### src/include/rsiso_pkg.sv
// Constants and types for the reset and pin-isolation sequencer.
// Assumes a single 50 MHz system clock; machine cycle length is a parameter-free constant here.
package rsiso_pkg;
	// Clock rate and machine cycle
	localparam int unsigned CLK_HZ = 50000000;
	localparam int unsigned CLK_PER_MC = 4; // Oscillator clocks per machine cycle
	// External reset sampling and release; watchdog reset, isolation hold and port settle
	localparam int unsigned EXT_DETECT_MC = 2;
	localparam int unsigned EXT_RELEASE_MC = 2;
	localparam int unsigned WDT_RESET_MC = 2;
	localparam int unsigned ISO_HOLD_MC = 2;
	localparam int unsigned PORT_SETTLE_MC = 2;
	localparam int unsigned EXT_DETECT_CYC = EXT_DETECT_MC * CLK_PER_MC;
	localparam int unsigned EXT_RELEASE_CYC = EXT_RELEASE_MC * CLK_PER_MC;
	localparam int unsigned WDT_RESET_CYC = WDT_RESET_MC * CLK_PER_MC;
	localparam int unsigned ISO_HOLD_CYC = ISO_HOLD_MC * CLK_PER_MC;
	localparam int unsigned PORT_SETTLE_CYC = PORT_SETTLE_MC * CLK_PER_MC;
	// Crystal warm-up after power-on or stop
	localparam int unsigned WARMUP_CLOCKS = 65536;
	localparam int unsigned CNT_W = 17;
	// Reset values
	localparam logic [15:0] RESET_VECTOR = 16'h0000;
	localparam logic [7:0] PORT_RESET_VAL = 8'hff;
	localparam logic [1:0] WDT_SEL_SHORTEST = 2'h0;
	localparam logic [7:0] STACK_RESET_VAL = 8'h07;
	localparam logic [2:0] TEST_STRAP_IDLE = 3'h7;
	localparam int unsigned NUM_PORTS = 6;

	typedef enum logic [2:0] {
		RSISO_RUN,
		RSISO_EXT_RESET,
		RSISO_RELEASE,
		RSISO_WARMUP,
		RSISO_WDT_RESET,
		RSISO_ISO_ENTRY,
		RSISO_ISOLATED
	} rsiso_state_t;
endpackage : rsiso_pkg

### src/include/rsiso_sync_if.sv
// Bundle between the sequencer and its pin synchroniser.
// Assumes both ends run on the same system clock.
`timescale 1ns/1ps
interface rsiso_sync_if;
	logic ext_reset;
	logic addr_strobe;
	logic prog_strobe;
	logic [2:0] test_strap;
	logic por;
	logic wdt_timeout;
	logic osc_fail;
	logic stop_mode;
	modport sync_side (output ext_reset, addr_strobe, prog_strobe, test_strap, por, wdt_timeout, osc_fail, stop_mode);
	modport seq_side (input ext_reset, addr_strobe, prog_strobe, test_strap, por, wdt_timeout, osc_fail, stop_mode);
endinterface : rsiso_sync_if

### src/core/rsiso_sync.sv
// Two-flop synchronisers for every asynchronous pin or event the sequencer reads.
// Assumes pins are quasi-static compared with the 20 ns clock.
`timescale 1ns/1ps
module rsiso_sync (
	input wire logic clk_sys_i,
	input wire logic rst_n_i,
	input wire logic ext_reset_i,
	input wire logic addr_strobe_i,
	input wire logic prog_strobe_i,
	input wire logic [2:0] test_strap_i,
	input wire logic por_i,
	input wire logic wdt_timeout_i,
	input wire logic osc_fail_i,
	input wire logic stop_mode_i,
	rsiso_sync_if.sync_side sy
);
	import rsiso_pkg::*;

	typedef struct packed {
		logic [9:0] s1;
		logic [9:0] s2;
	} rsiso_sync_st_t;

	rsiso_sync_st_t st_q;
	rsiso_sync_st_t st_d;

	// First stage feeds only the second stage
	always_comb begin
		st_d = st_q;
		st_d.s1 = {ext_reset_i, addr_strobe_i, prog_strobe_i, test_strap_i, por_i, wdt_timeout_i, osc_fail_i,
			stop_mode_i};
		st_d.s2 = st_q.s1;
	end

	// Straps idle high so a reset exit never sees a false test request
	always_ff @(posedge clk_sys_i or negedge rst_n_i) begin
		if (!rst_n_i) begin
			st_q <= '{s1: 10'h1f0, s2: 10'h1f0};
		end else begin
			st_q <= st_d;
		end
	end

	assign sy.ext_reset = st_q.s2[9];
	assign sy.addr_strobe = st_q.s2[8];
	assign sy.prog_strobe = st_q.s2[7];
	assign sy.test_strap = st_q.s2[6:4];
	assign sy.por = st_q.s2[3];
	assign sy.wdt_timeout = st_q.s2[2];
	assign sy.osc_fail = st_q.s2[1];
	assign sy.stop_mode = st_q.s2[0];
endmodule : rsiso_sync

### src/core/rsiso_top.sv
// Reset sequencer with in-system pin isolation for a small microcontroller core.
// Assumes pins arrive asynchronously; the power monitor, watchdog and oscillator
// monitor supply level or pulse events; the core obeys core_hold_o and the init pulse.
`timescale 1ns/1ps

module rsiso_top (
	input wire logic clk_sys_i,
	input wire logic rst_n_i,
	input wire logic ext_reset_i,
	input wire logic addr_strobe_i,
	input wire logic prog_strobe_i,
	input wire logic [2:0] test_strap_i,
	input wire logic por_i,
	input wire logic wdt_timeout_i,
	input wire logic osc_fail_i,
	input wire logic osc_fail_detect_enable_i,
	input wire logic stop_mode_i,
	input wire logic por_flag_clr_i,
	input wire logic wdt_flag_clr_i,
	output logic reset_indicator_n_o,
	output logic core_hold_o,
	output logic core_init_o,
	output logic [15:0] pc_load_o,
	output logic [7:0] stack_ptr_init_o,
	output logic irq_timer_disable_o,
	output logic [1:0] wdt_sel_o,
	output logic [rsiso_pkg::NUM_PORTS*8-1:0] port_latch_set_o,
	output logic port_force_o,
	output logic osc_enable_o,
	output logic pin_isolation_mode_o,
	output logic pin_drive_enable_o,
	output logic test_mode_o,
	output logic por_flag_o,
	output logic watchdog_reset_flag_o,
	output logic ram_clear_o
);
	import rsiso_pkg::*;

	rsiso_sync_if sy ();

	rsiso_sync u_sync (
		.clk_sys_i(clk_sys_i),
		.rst_n_i(rst_n_i),
		.ext_reset_i(ext_reset_i),
		.addr_strobe_i(addr_strobe_i),
		.prog_strobe_i(prog_strobe_i),
		.test_strap_i(test_strap_i),
		.por_i(por_i),
		.wdt_timeout_i(wdt_timeout_i),
		.osc_fail_i(osc_fail_i),
		.stop_mode_i(stop_mode_i),
		.sy(sy)
	);

	typedef struct packed {
		rsiso_state_t state;
		logic [CNT_W-1:0] cnt;
		logic [CNT_W-1:0] det_cnt;
		logic [CNT_W-1:0] port_cnt;
		logic iso_ok;
		logic osc_fail_detect_enable;
		logic ind_n;
		logic hold;
		logic init;
		logic port_force;
		logic iso;
		logic test;
		logic por_flag;
		logic wdt_flag;
		logic osc_en;
		logic wdt_prev;
		logic drv_en;
	} rsiso_st_t;

	rsiso_st_t st_q;
	rsiso_st_t st_d;

	// Width-safe conversion of package counts
	function automatic logic [CNT_W-1:0] cyc(input int unsigned n);
		cyc = CNT_W'(n);
	endfunction : cyc

	logic wdt_pulse;
	logic osc_fault;
	logic in_reset;

	always_comb begin
		wdt_pulse = sy.wdt_timeout && !st_q.wdt_prev;
		osc_fault = sy.osc_fail && st_q.osc_fail_detect_enable;
		st_d = st_q;
		st_d.init = 1'b0;
		st_d.wdt_prev = sy.wdt_timeout;
		st_d.osc_fail_detect_enable = osc_fail_detect_enable_i;
		st_d.osc_en = 1'b1;

		// External reset detection counter
		if (sy.ext_reset && st_q.state != RSISO_EXT_RESET) begin
			st_d.det_cnt = (st_q.det_cnt == cyc(EXT_DETECT_CYC)) ? st_q.det_cnt : st_q.det_cnt + cyc(1);
		end else begin
			st_d.det_cnt = '0;
		end

		case (st_q.state)
			RSISO_RUN: begin
				st_d.hold = 1'b0;
				if (sy.stop_mode) begin
					st_d.osc_en = 1'b0;
					if (sy.ext_reset) begin
						// Stopped clock: no sampling, go straight to warm-up
						st_d.state = RSISO_WARMUP;
						st_d.cnt = '0;
						st_d.osc_en = 1'b1;
					end
				end else if (st_q.det_cnt == cyc(EXT_DETECT_CYC) - cyc(1) && sy.ext_reset) begin
					st_d.state = RSISO_EXT_RESET;
				end else if (wdt_pulse) begin
					st_d.state = RSISO_WDT_RESET;
					st_d.cnt = '0;
				end
			end
			RSISO_EXT_RESET: begin
				st_d.hold = 1'b1;
				st_d.iso = 1'b0;
				// Isolation request noted while the strobes are posed in reset
				st_d.iso_ok = !sy.addr_strobe && sy.prog_strobe;
				if (!sy.ext_reset) begin
					st_d.test = (sy.test_strap != TEST_STRAP_IDLE);
					st_d.state = st_q.iso_ok ? RSISO_ISO_ENTRY : RSISO_RELEASE;
					st_d.cnt = '0;
				end
			end
			RSISO_RELEASE: begin
				st_d.cnt = st_q.cnt + cyc(1);
				if (st_q.cnt == cyc(EXT_RELEASE_CYC) - cyc(2)) begin
					st_d.state = RSISO_RUN;
					st_d.init = 1'b1;
				end
			end
			RSISO_ISO_ENTRY: begin
				st_d.cnt = st_q.cnt + cyc(1);
				if (sy.addr_strobe || !sy.prog_strobe) begin
					// Strobes let go too early: ordinary start
					st_d.state = RSISO_RUN;
					st_d.init = 1'b1;
				end else if (st_q.cnt == cyc(ISO_HOLD_CYC) - cyc(1)) begin
					st_d.state = RSISO_ISOLATED;
					st_d.iso = 1'b1;
				end
			end
			RSISO_ISOLATED: begin
				st_d.hold = 1'b1;
				// Strobes no longer looked at; only reset brings the part back
				if (st_q.det_cnt == cyc(EXT_DETECT_CYC) - cyc(1) && sy.ext_reset) begin
					st_d.state = RSISO_EXT_RESET;
				end
			end
			RSISO_WARMUP: begin
				st_d.hold = 1'b1;
				st_d.cnt = st_q.cnt + cyc(1);
				if (st_q.cnt == cyc(WARMUP_CLOCKS) - cyc(1)) begin
					st_d.state = sy.ext_reset ? RSISO_EXT_RESET : RSISO_RUN;
					st_d.init = !sy.ext_reset;
				end
			end
			RSISO_WDT_RESET: begin
				st_d.hold = 1'b1;
				st_d.cnt = st_q.cnt + cyc(1);
				if (st_q.cnt == cyc(WDT_RESET_CYC) - cyc(1)) begin
					st_d.state = RSISO_RUN;
					st_d.init = 1'b1;
				end
			end
			default: begin
				st_d.state = RSISO_EXT_RESET;
			end
		endcase

		// Power-on / brownout overrides everything
		if (sy.por) begin
			st_d.state = RSISO_WARMUP;
			st_d.cnt = '0;
			st_d.iso = 1'b0;
			st_d.hold = 1'b1;
		end

		in_reset = (st_d.state == RSISO_EXT_RESET) || (st_d.state == RSISO_WARMUP) ||
			(st_d.state == RSISO_WDT_RESET) || (st_d.state == RSISO_RELEASE) || (st_d.state == RSISO_ISO_ENTRY);
		st_d.hold = in_reset || (st_d.state == RSISO_ISOLATED) || osc_fault;
		st_d.ind_n = !(in_reset || osc_fault);

		// Port force lasts the whole reset; the port_cnt settle count is not used
		if (in_reset) begin
			st_d.port_cnt = (st_q.port_cnt == cyc(PORT_SETTLE_CYC)) ? st_q.port_cnt : st_q.port_cnt + cyc(1);
		end else begin
			st_d.port_cnt = '0;
		end
		// Oscillator failure counts as a reset for the pins as well
		st_d.port_force = in_reset || osc_fault;
		st_d.drv_en = !st_d.iso;

		// Sticky flags: hardware set wins over software clear
		st_d.por_flag = sy.por || (st_q.por_flag && !por_flag_clr_i);
		st_d.wdt_flag = (st_d.state == RSISO_WDT_RESET && st_q.state == RSISO_RUN) ||
			(st_q.wdt_flag && !wdt_flag_clr_i);
	end

	// Power-up state: treat as warm-up in progress
	always_ff @(posedge clk_sys_i or negedge rst_n_i) begin
		if (!rst_n_i) begin
			st_q <= '{state: RSISO_WARMUP, cnt: '0, det_cnt: '0, port_cnt: '0, iso_ok: 1'b0, osc_fail_detect_enable: 1'b0,
				ind_n: 1'b0, hold: 1'b1, init: 1'b0, port_force: 1'b1, iso: 1'b0, test: 1'b0,
				por_flag: 1'b1, wdt_flag: 1'b0, osc_en: 1'b1, wdt_prev: 1'b0, drv_en: 1'b1};
		end else begin
			st_q <= st_d;
		end
	end

	// Outputs straight from the state register or from package constants
	assign reset_indicator_n_o = st_q.ind_n;
	assign core_hold_o = st_q.hold;
	assign core_init_o = st_q.init;
	assign pc_load_o = RESET_VECTOR;
	assign stack_ptr_init_o = STACK_RESET_VAL;
	assign irq_timer_disable_o = st_q.hold;
	assign wdt_sel_o = WDT_SEL_SHORTEST;
	assign port_latch_set_o = {NUM_PORTS{PORT_RESET_VAL}};
	assign port_force_o = st_q.port_force;
	assign osc_enable_o = st_q.osc_en;
	assign pin_isolation_mode_o = st_q.iso;
	assign pin_drive_enable_o = st_q.drv_en;
	assign test_mode_o = st_q.test;
	assign por_flag_o = st_q.por_flag;
	assign watchdog_reset_flag_o = st_q.wdt_flag;
	// Memories keep contents across any reset
	assign ram_clear_o = 1'b0;
endmodule : rsiso_top

### config.mk
export PLATFORM = sky130hd
export DESIGN_NAME = rsiso_top
export DESIGN_NICKNAME = d
export VERILOG_FILES = /design/src/include/rsiso_pkg.sv /design/src/include/rsiso_sync_if.sv /design/src/core/rsiso_sync.sv /design/src/core/rsiso_top.sv
export SDC_FILE = /design/constraint.sdc
export NUM_CORES = 1
export LEC_CHECK = 0
export BUFFER_PORTS_ARGS = -buffer_cell sky130_fd_sc_hd__clkbuf_2
export CELL_PAD_IN_SITES_DETAIL_PLACEMENT = 2
export CELL_PAD_IN_SITES_GLOBAL_PLACEMENT = 2
export CORE_UTILIZATION = 32
export DETAILED_ROUTE_END_ITERATION = 10
export GPL_TIMING_DRIVEN = 0
export PLACE_DENSITY_LB_ADDON = 0.3
export SYNTH_ARGS = -nofsm -noshare
export SYNTH_HDL_FRONTEND = slang
export SYNTH_SLANG_ARGS = --single-unit
### constraint.sdc
create_clock -name clk_sys_i -period 3 [get_ports clk_sys_i]
set_clock_uncertainty 0.1 [all_clocks]
set_input_delay 0.15 -clock clk_sys_i [delete_from_list [all_inputs] [get_ports clk_sys_i]]
set_output_delay 0.15 -clock clk_sys_i [all_outputs]
set_load 0.02 [all_outputs]
==> metrics <==
# diodes=0; Worst Setup End Kind=register; clk buf depth=2; drt pass-1 iters=7; Slew HR=31.5%; ys async rst share=100%; largest stage delay on the critical path=0.43 ns; CP startpoint=st_q[48]$_DFFE_PN0P_; M1 WL=4.47 mm; Final nets=543; Slew Limit Fails=0; # fillers=1279; final setup TNS=0 ns; metal3 WL=488 µm; number of flops mapped to enable cells by yosys=0; buffers and inverters on the worst path=0; Synth area leaders=dfrtp_1, buf_4, dfstp_2; met2 wire len=5.03 mm; period utilization=91.1%; reg-to-reg slack, setup=0.27 ns; Skew-Pair Late Insertion Delay=0.33 ns; Reg clk slew, reported paths=0.06 ns; Final Hold Fails=0; Worst-Margin Slew=1.02 ns; outcome=finished with violations; critical path cell sequence=ha_2 > nand3_2 > nor2_2 > and3_1 > ha_1 > nand2b_1 > a311oi_1 > nand3_1 > a211o_1 > a211oi_2 > mux2_1; Clock Sinks=70; R2R cell count=11; HP Class=input port to asynchronous set/reset pin; via count=3092; TritonCTS clock tree=yes; CP Class=register to register; failing checks=design-rule violations; Syn Inst Count=398; Die Area=0.0124 mm²; die extent in x=111 µm; initial antenna violation count=0; GRT Overall Usage=17.2%; final wirelength=10.1 mm; I/O Pins=101; crit path time final=2.73 ns; Inst Count DP=640; Syn. warnings=0; Core Area=0.0115 mm²; delay-heaviest family, CP=compound AO/OA/AOI/OAI gates; # port buffers=25; vias in the first global route=3367; CP Max Fanout=6; CP Launch Type=register; dpl cell area=0.00441 mm²; max reg flops=40; Crit-path slowest cell=dfrtp_2; synthesized flop and latch total=70; Leak=2.26 nW; detailed-route wire length per cell=15.1 µm; power per cell area=468 mW/mm²; GRT overflow=0; DRT iter0 DRCs=120; final HPWL from detailed placement=7.26 mm; # rows=39; unique cell type count in the Yosys netlist=57; Synth area leader=dfrtp_1; Seq/Total Area, Yosys=46.5%; Final setup violation count=0; r2r startpoint=st_q[48]$_DFFE_PN0P_; CTS H-Tree Depth=3; vias per inst=4.61; DRC=16; WP depth=11; Synth top area share=34.8%; maxcap violations=0; Antenna Violating Nets Remaining=0; largest vdd supply drop=0.000178 V; CTS Buf Count=9; Mean Syn Cell Area=9.58 µm²; Mapped Area=0.00381 mm²; post-route cell area=0.00483 mm²; highest routed layer=met4; Final Non-Filler Cells=670; Top FF cell, synth=dfrtp_1; area grow syn2layout=26.8%; Fmax achieved=366 MHz; first-pass GRT wire length=16.9 mm; CTS root buf=clkbuf_16; Die Ht=111 µm; critical path required time=3.17 ns; Worst Path Arrival=2.90 ns; register bank with the most flops=st_q; layout cells sized above 1=28.5%; FF-to-FF End=reset_indicator_n_o$_DFF_PN0_; largest net degree at the start of global routing=40; RSZ-0062 raised after global routing=no; Initial Util=33.1%; GP Congestion=0.793
==> metrics by stage <==
step	utilization, %	total power (W)	hold slack, ns	worst slack, ns
floorplan	-	0.00122	-0.246	0.520
global placement	38.1	0.00127	0.140	0.130
detailed placement	38.3	0.00128	0.0692	0.0730
CTS	41.9	0.00229	0.251	0.0458
global route	42.0	0.00236	0.255	0.00994
finish	42.0	0.00226	0.245	0.267
==> worst max-delay path by stage <==
stage | end | slack (ns)
2_1_floorplan | reset_indicator_n_o$_DFF_PN0_ | 0.52
3_3_place_gp | reset_indicator_n_o$_DFF_PN0_ | 0.13
3_5_place_dp | reset_indicator_n_o$_DFF_PN0_ | 0.07
4_1_cts | reset_indicator_n_o$_DFF_PN0_ | 0.05
5_1_grt | st_q[53]$_DFFE_PN0P_ | 0.01
6_report | reset_indicator_n_o$_DFF_PN0_ | 0.27
==> timing repair <==
item / 4_1_cts / 5_1_grt
gates resized for setup: 0 / 5
hold buffers: 14 / 0
hold endpoints to repair: 38 / 0
buffers inserted: 0 / 0
setup endpoints to repair: 0 / 3
==> layout by cell type, fill, tap and decap left out, types with 2 or more instances in the layout <==
cell / synthesis / layout
a21o_1: 2 / 2
a21oi_1: 11 / 11
a31oi_1: 5 / 5
a41oi_1: 2 / 2
and3_1: 5 / 5
buf_2: 5 / 5
buf_4: 76 / 76
clkbuf_1: 8 / 10
clkbuf_16: 0 / 9
clkbuf_2: 0 / 24
clkinv_2: 0 / 3
conb_1: 2 / 75
dfrtp_1: 53 / 51
dfrtp_2: 0 / 2
dfstp_2: 17 / 17
dlygate4sd3_1: 0 / 14
ha_1: 6 / 5
inv_1: 10 / 10
mux2i_1: 3 / 3
nand2_1: 25 / 25
nand2b_1: 7 / 7
nand3_1: 16 / 15
nand4_1: 7 / 7
nor2_1: 41 / 40
nor2b_1: 2 / 2
nor3_1: 6 / 6
nor3b_1: 2 / 2
nor4_1: 5 / 5
nor4b_1: 5 / 5
o21ai_0: 28 / 28
o31ai_1: 2 / 2
or3_1: 3 / 3
xnor2_1: 2 / 2
xor2_1: 14 / 14
==> cell type report <==
class / count / area, µm² / share of cell area [%]
Multi-Input combinational cell: 302 / 1660 / 34.3
Clock inverter: 4 / 22.5 / 0.466
Timing Repair Buffer: 40 / 288 / 5.95
Inverter: 10 / 37.5 / 0.776
Clock buffer: 12 / 246 / 5.10
Tap cell: 143 / 179 / 3.70
Buffer: 89 / 626 / 12.9
Sequential cell: 70 / 1780 / 36.7
==> where the power goes <==
group | switching (W) | internal [W] | total [W]
registers | 0.0000272 | 0.000982 | 0.00101
clock network | 0.000394 | 0.000578 | 0.000972
logic | 0.000170 | 0.000113 | 0.000283
==> routing by layer <==
| layer | vias to the layer above | GRT usage (%) |
|---|---|---|
| li1 | 1472 | - |
| met1 | 1526 | 21.7 |
| met2 | 86 | 29.2 |
| met3 | 8 | 2.90 |
| met4 | 0 | 7.39 |
| met5 | - | 0 |
==> cells in the mapped netlist (2+ instances only) <==
cell type,instances
a21oi_1,11
a31oi_1,5
nor2b_1,2
ha_1,6
mux2i_1,3
nand2b_1,7
nor3_1,6
nor4b_1,5
nand3_1,16
xnor2_1,2
nor2_1,41
buf_4,76
buf_2,5
conb_1,2
nand4_1,7
or3_1,3
o31ai_1,2
dfrtp_1,53
a41oi_1,2
nor3b_1,2
a21o_1,2
dfstp_2,17
inv_1,10
xor2_1,14
nor4_1,5
and3_1,5
o21ai_0,28
nand2_1,25
clkbuf_1,8
==> worst register-to-register path, stage by stage, from the launching register on <==
cell and delay [ns]:
dfrtp_2 0.43, ha_2 0.24, nand3_2 0.14, nor2_2 0.18, and3_1 0.20, ha_1 0.19, nand2b_1 0.06, a311oi_1 0.25
nand3_1 0.10, a211o_1 0.32, a211oi_2 0.27, mux2_1 0.19
==> logic make-up after synthesis <==
| family | synth area share [%] |
|---|---|
| AOI/OAI and AO/OA | 10.5 |
| xor gates and xnor gates | 3.68 |
| adders and majority gates | 1.97 |
| buffers and inverters | 17.4 |
| DFF | 46.5 |
| muxes | 1.08 |
| other | 0.197 |
| and+or+nand+nor | 18.7 |
Power figures use the tool's default switching activity.
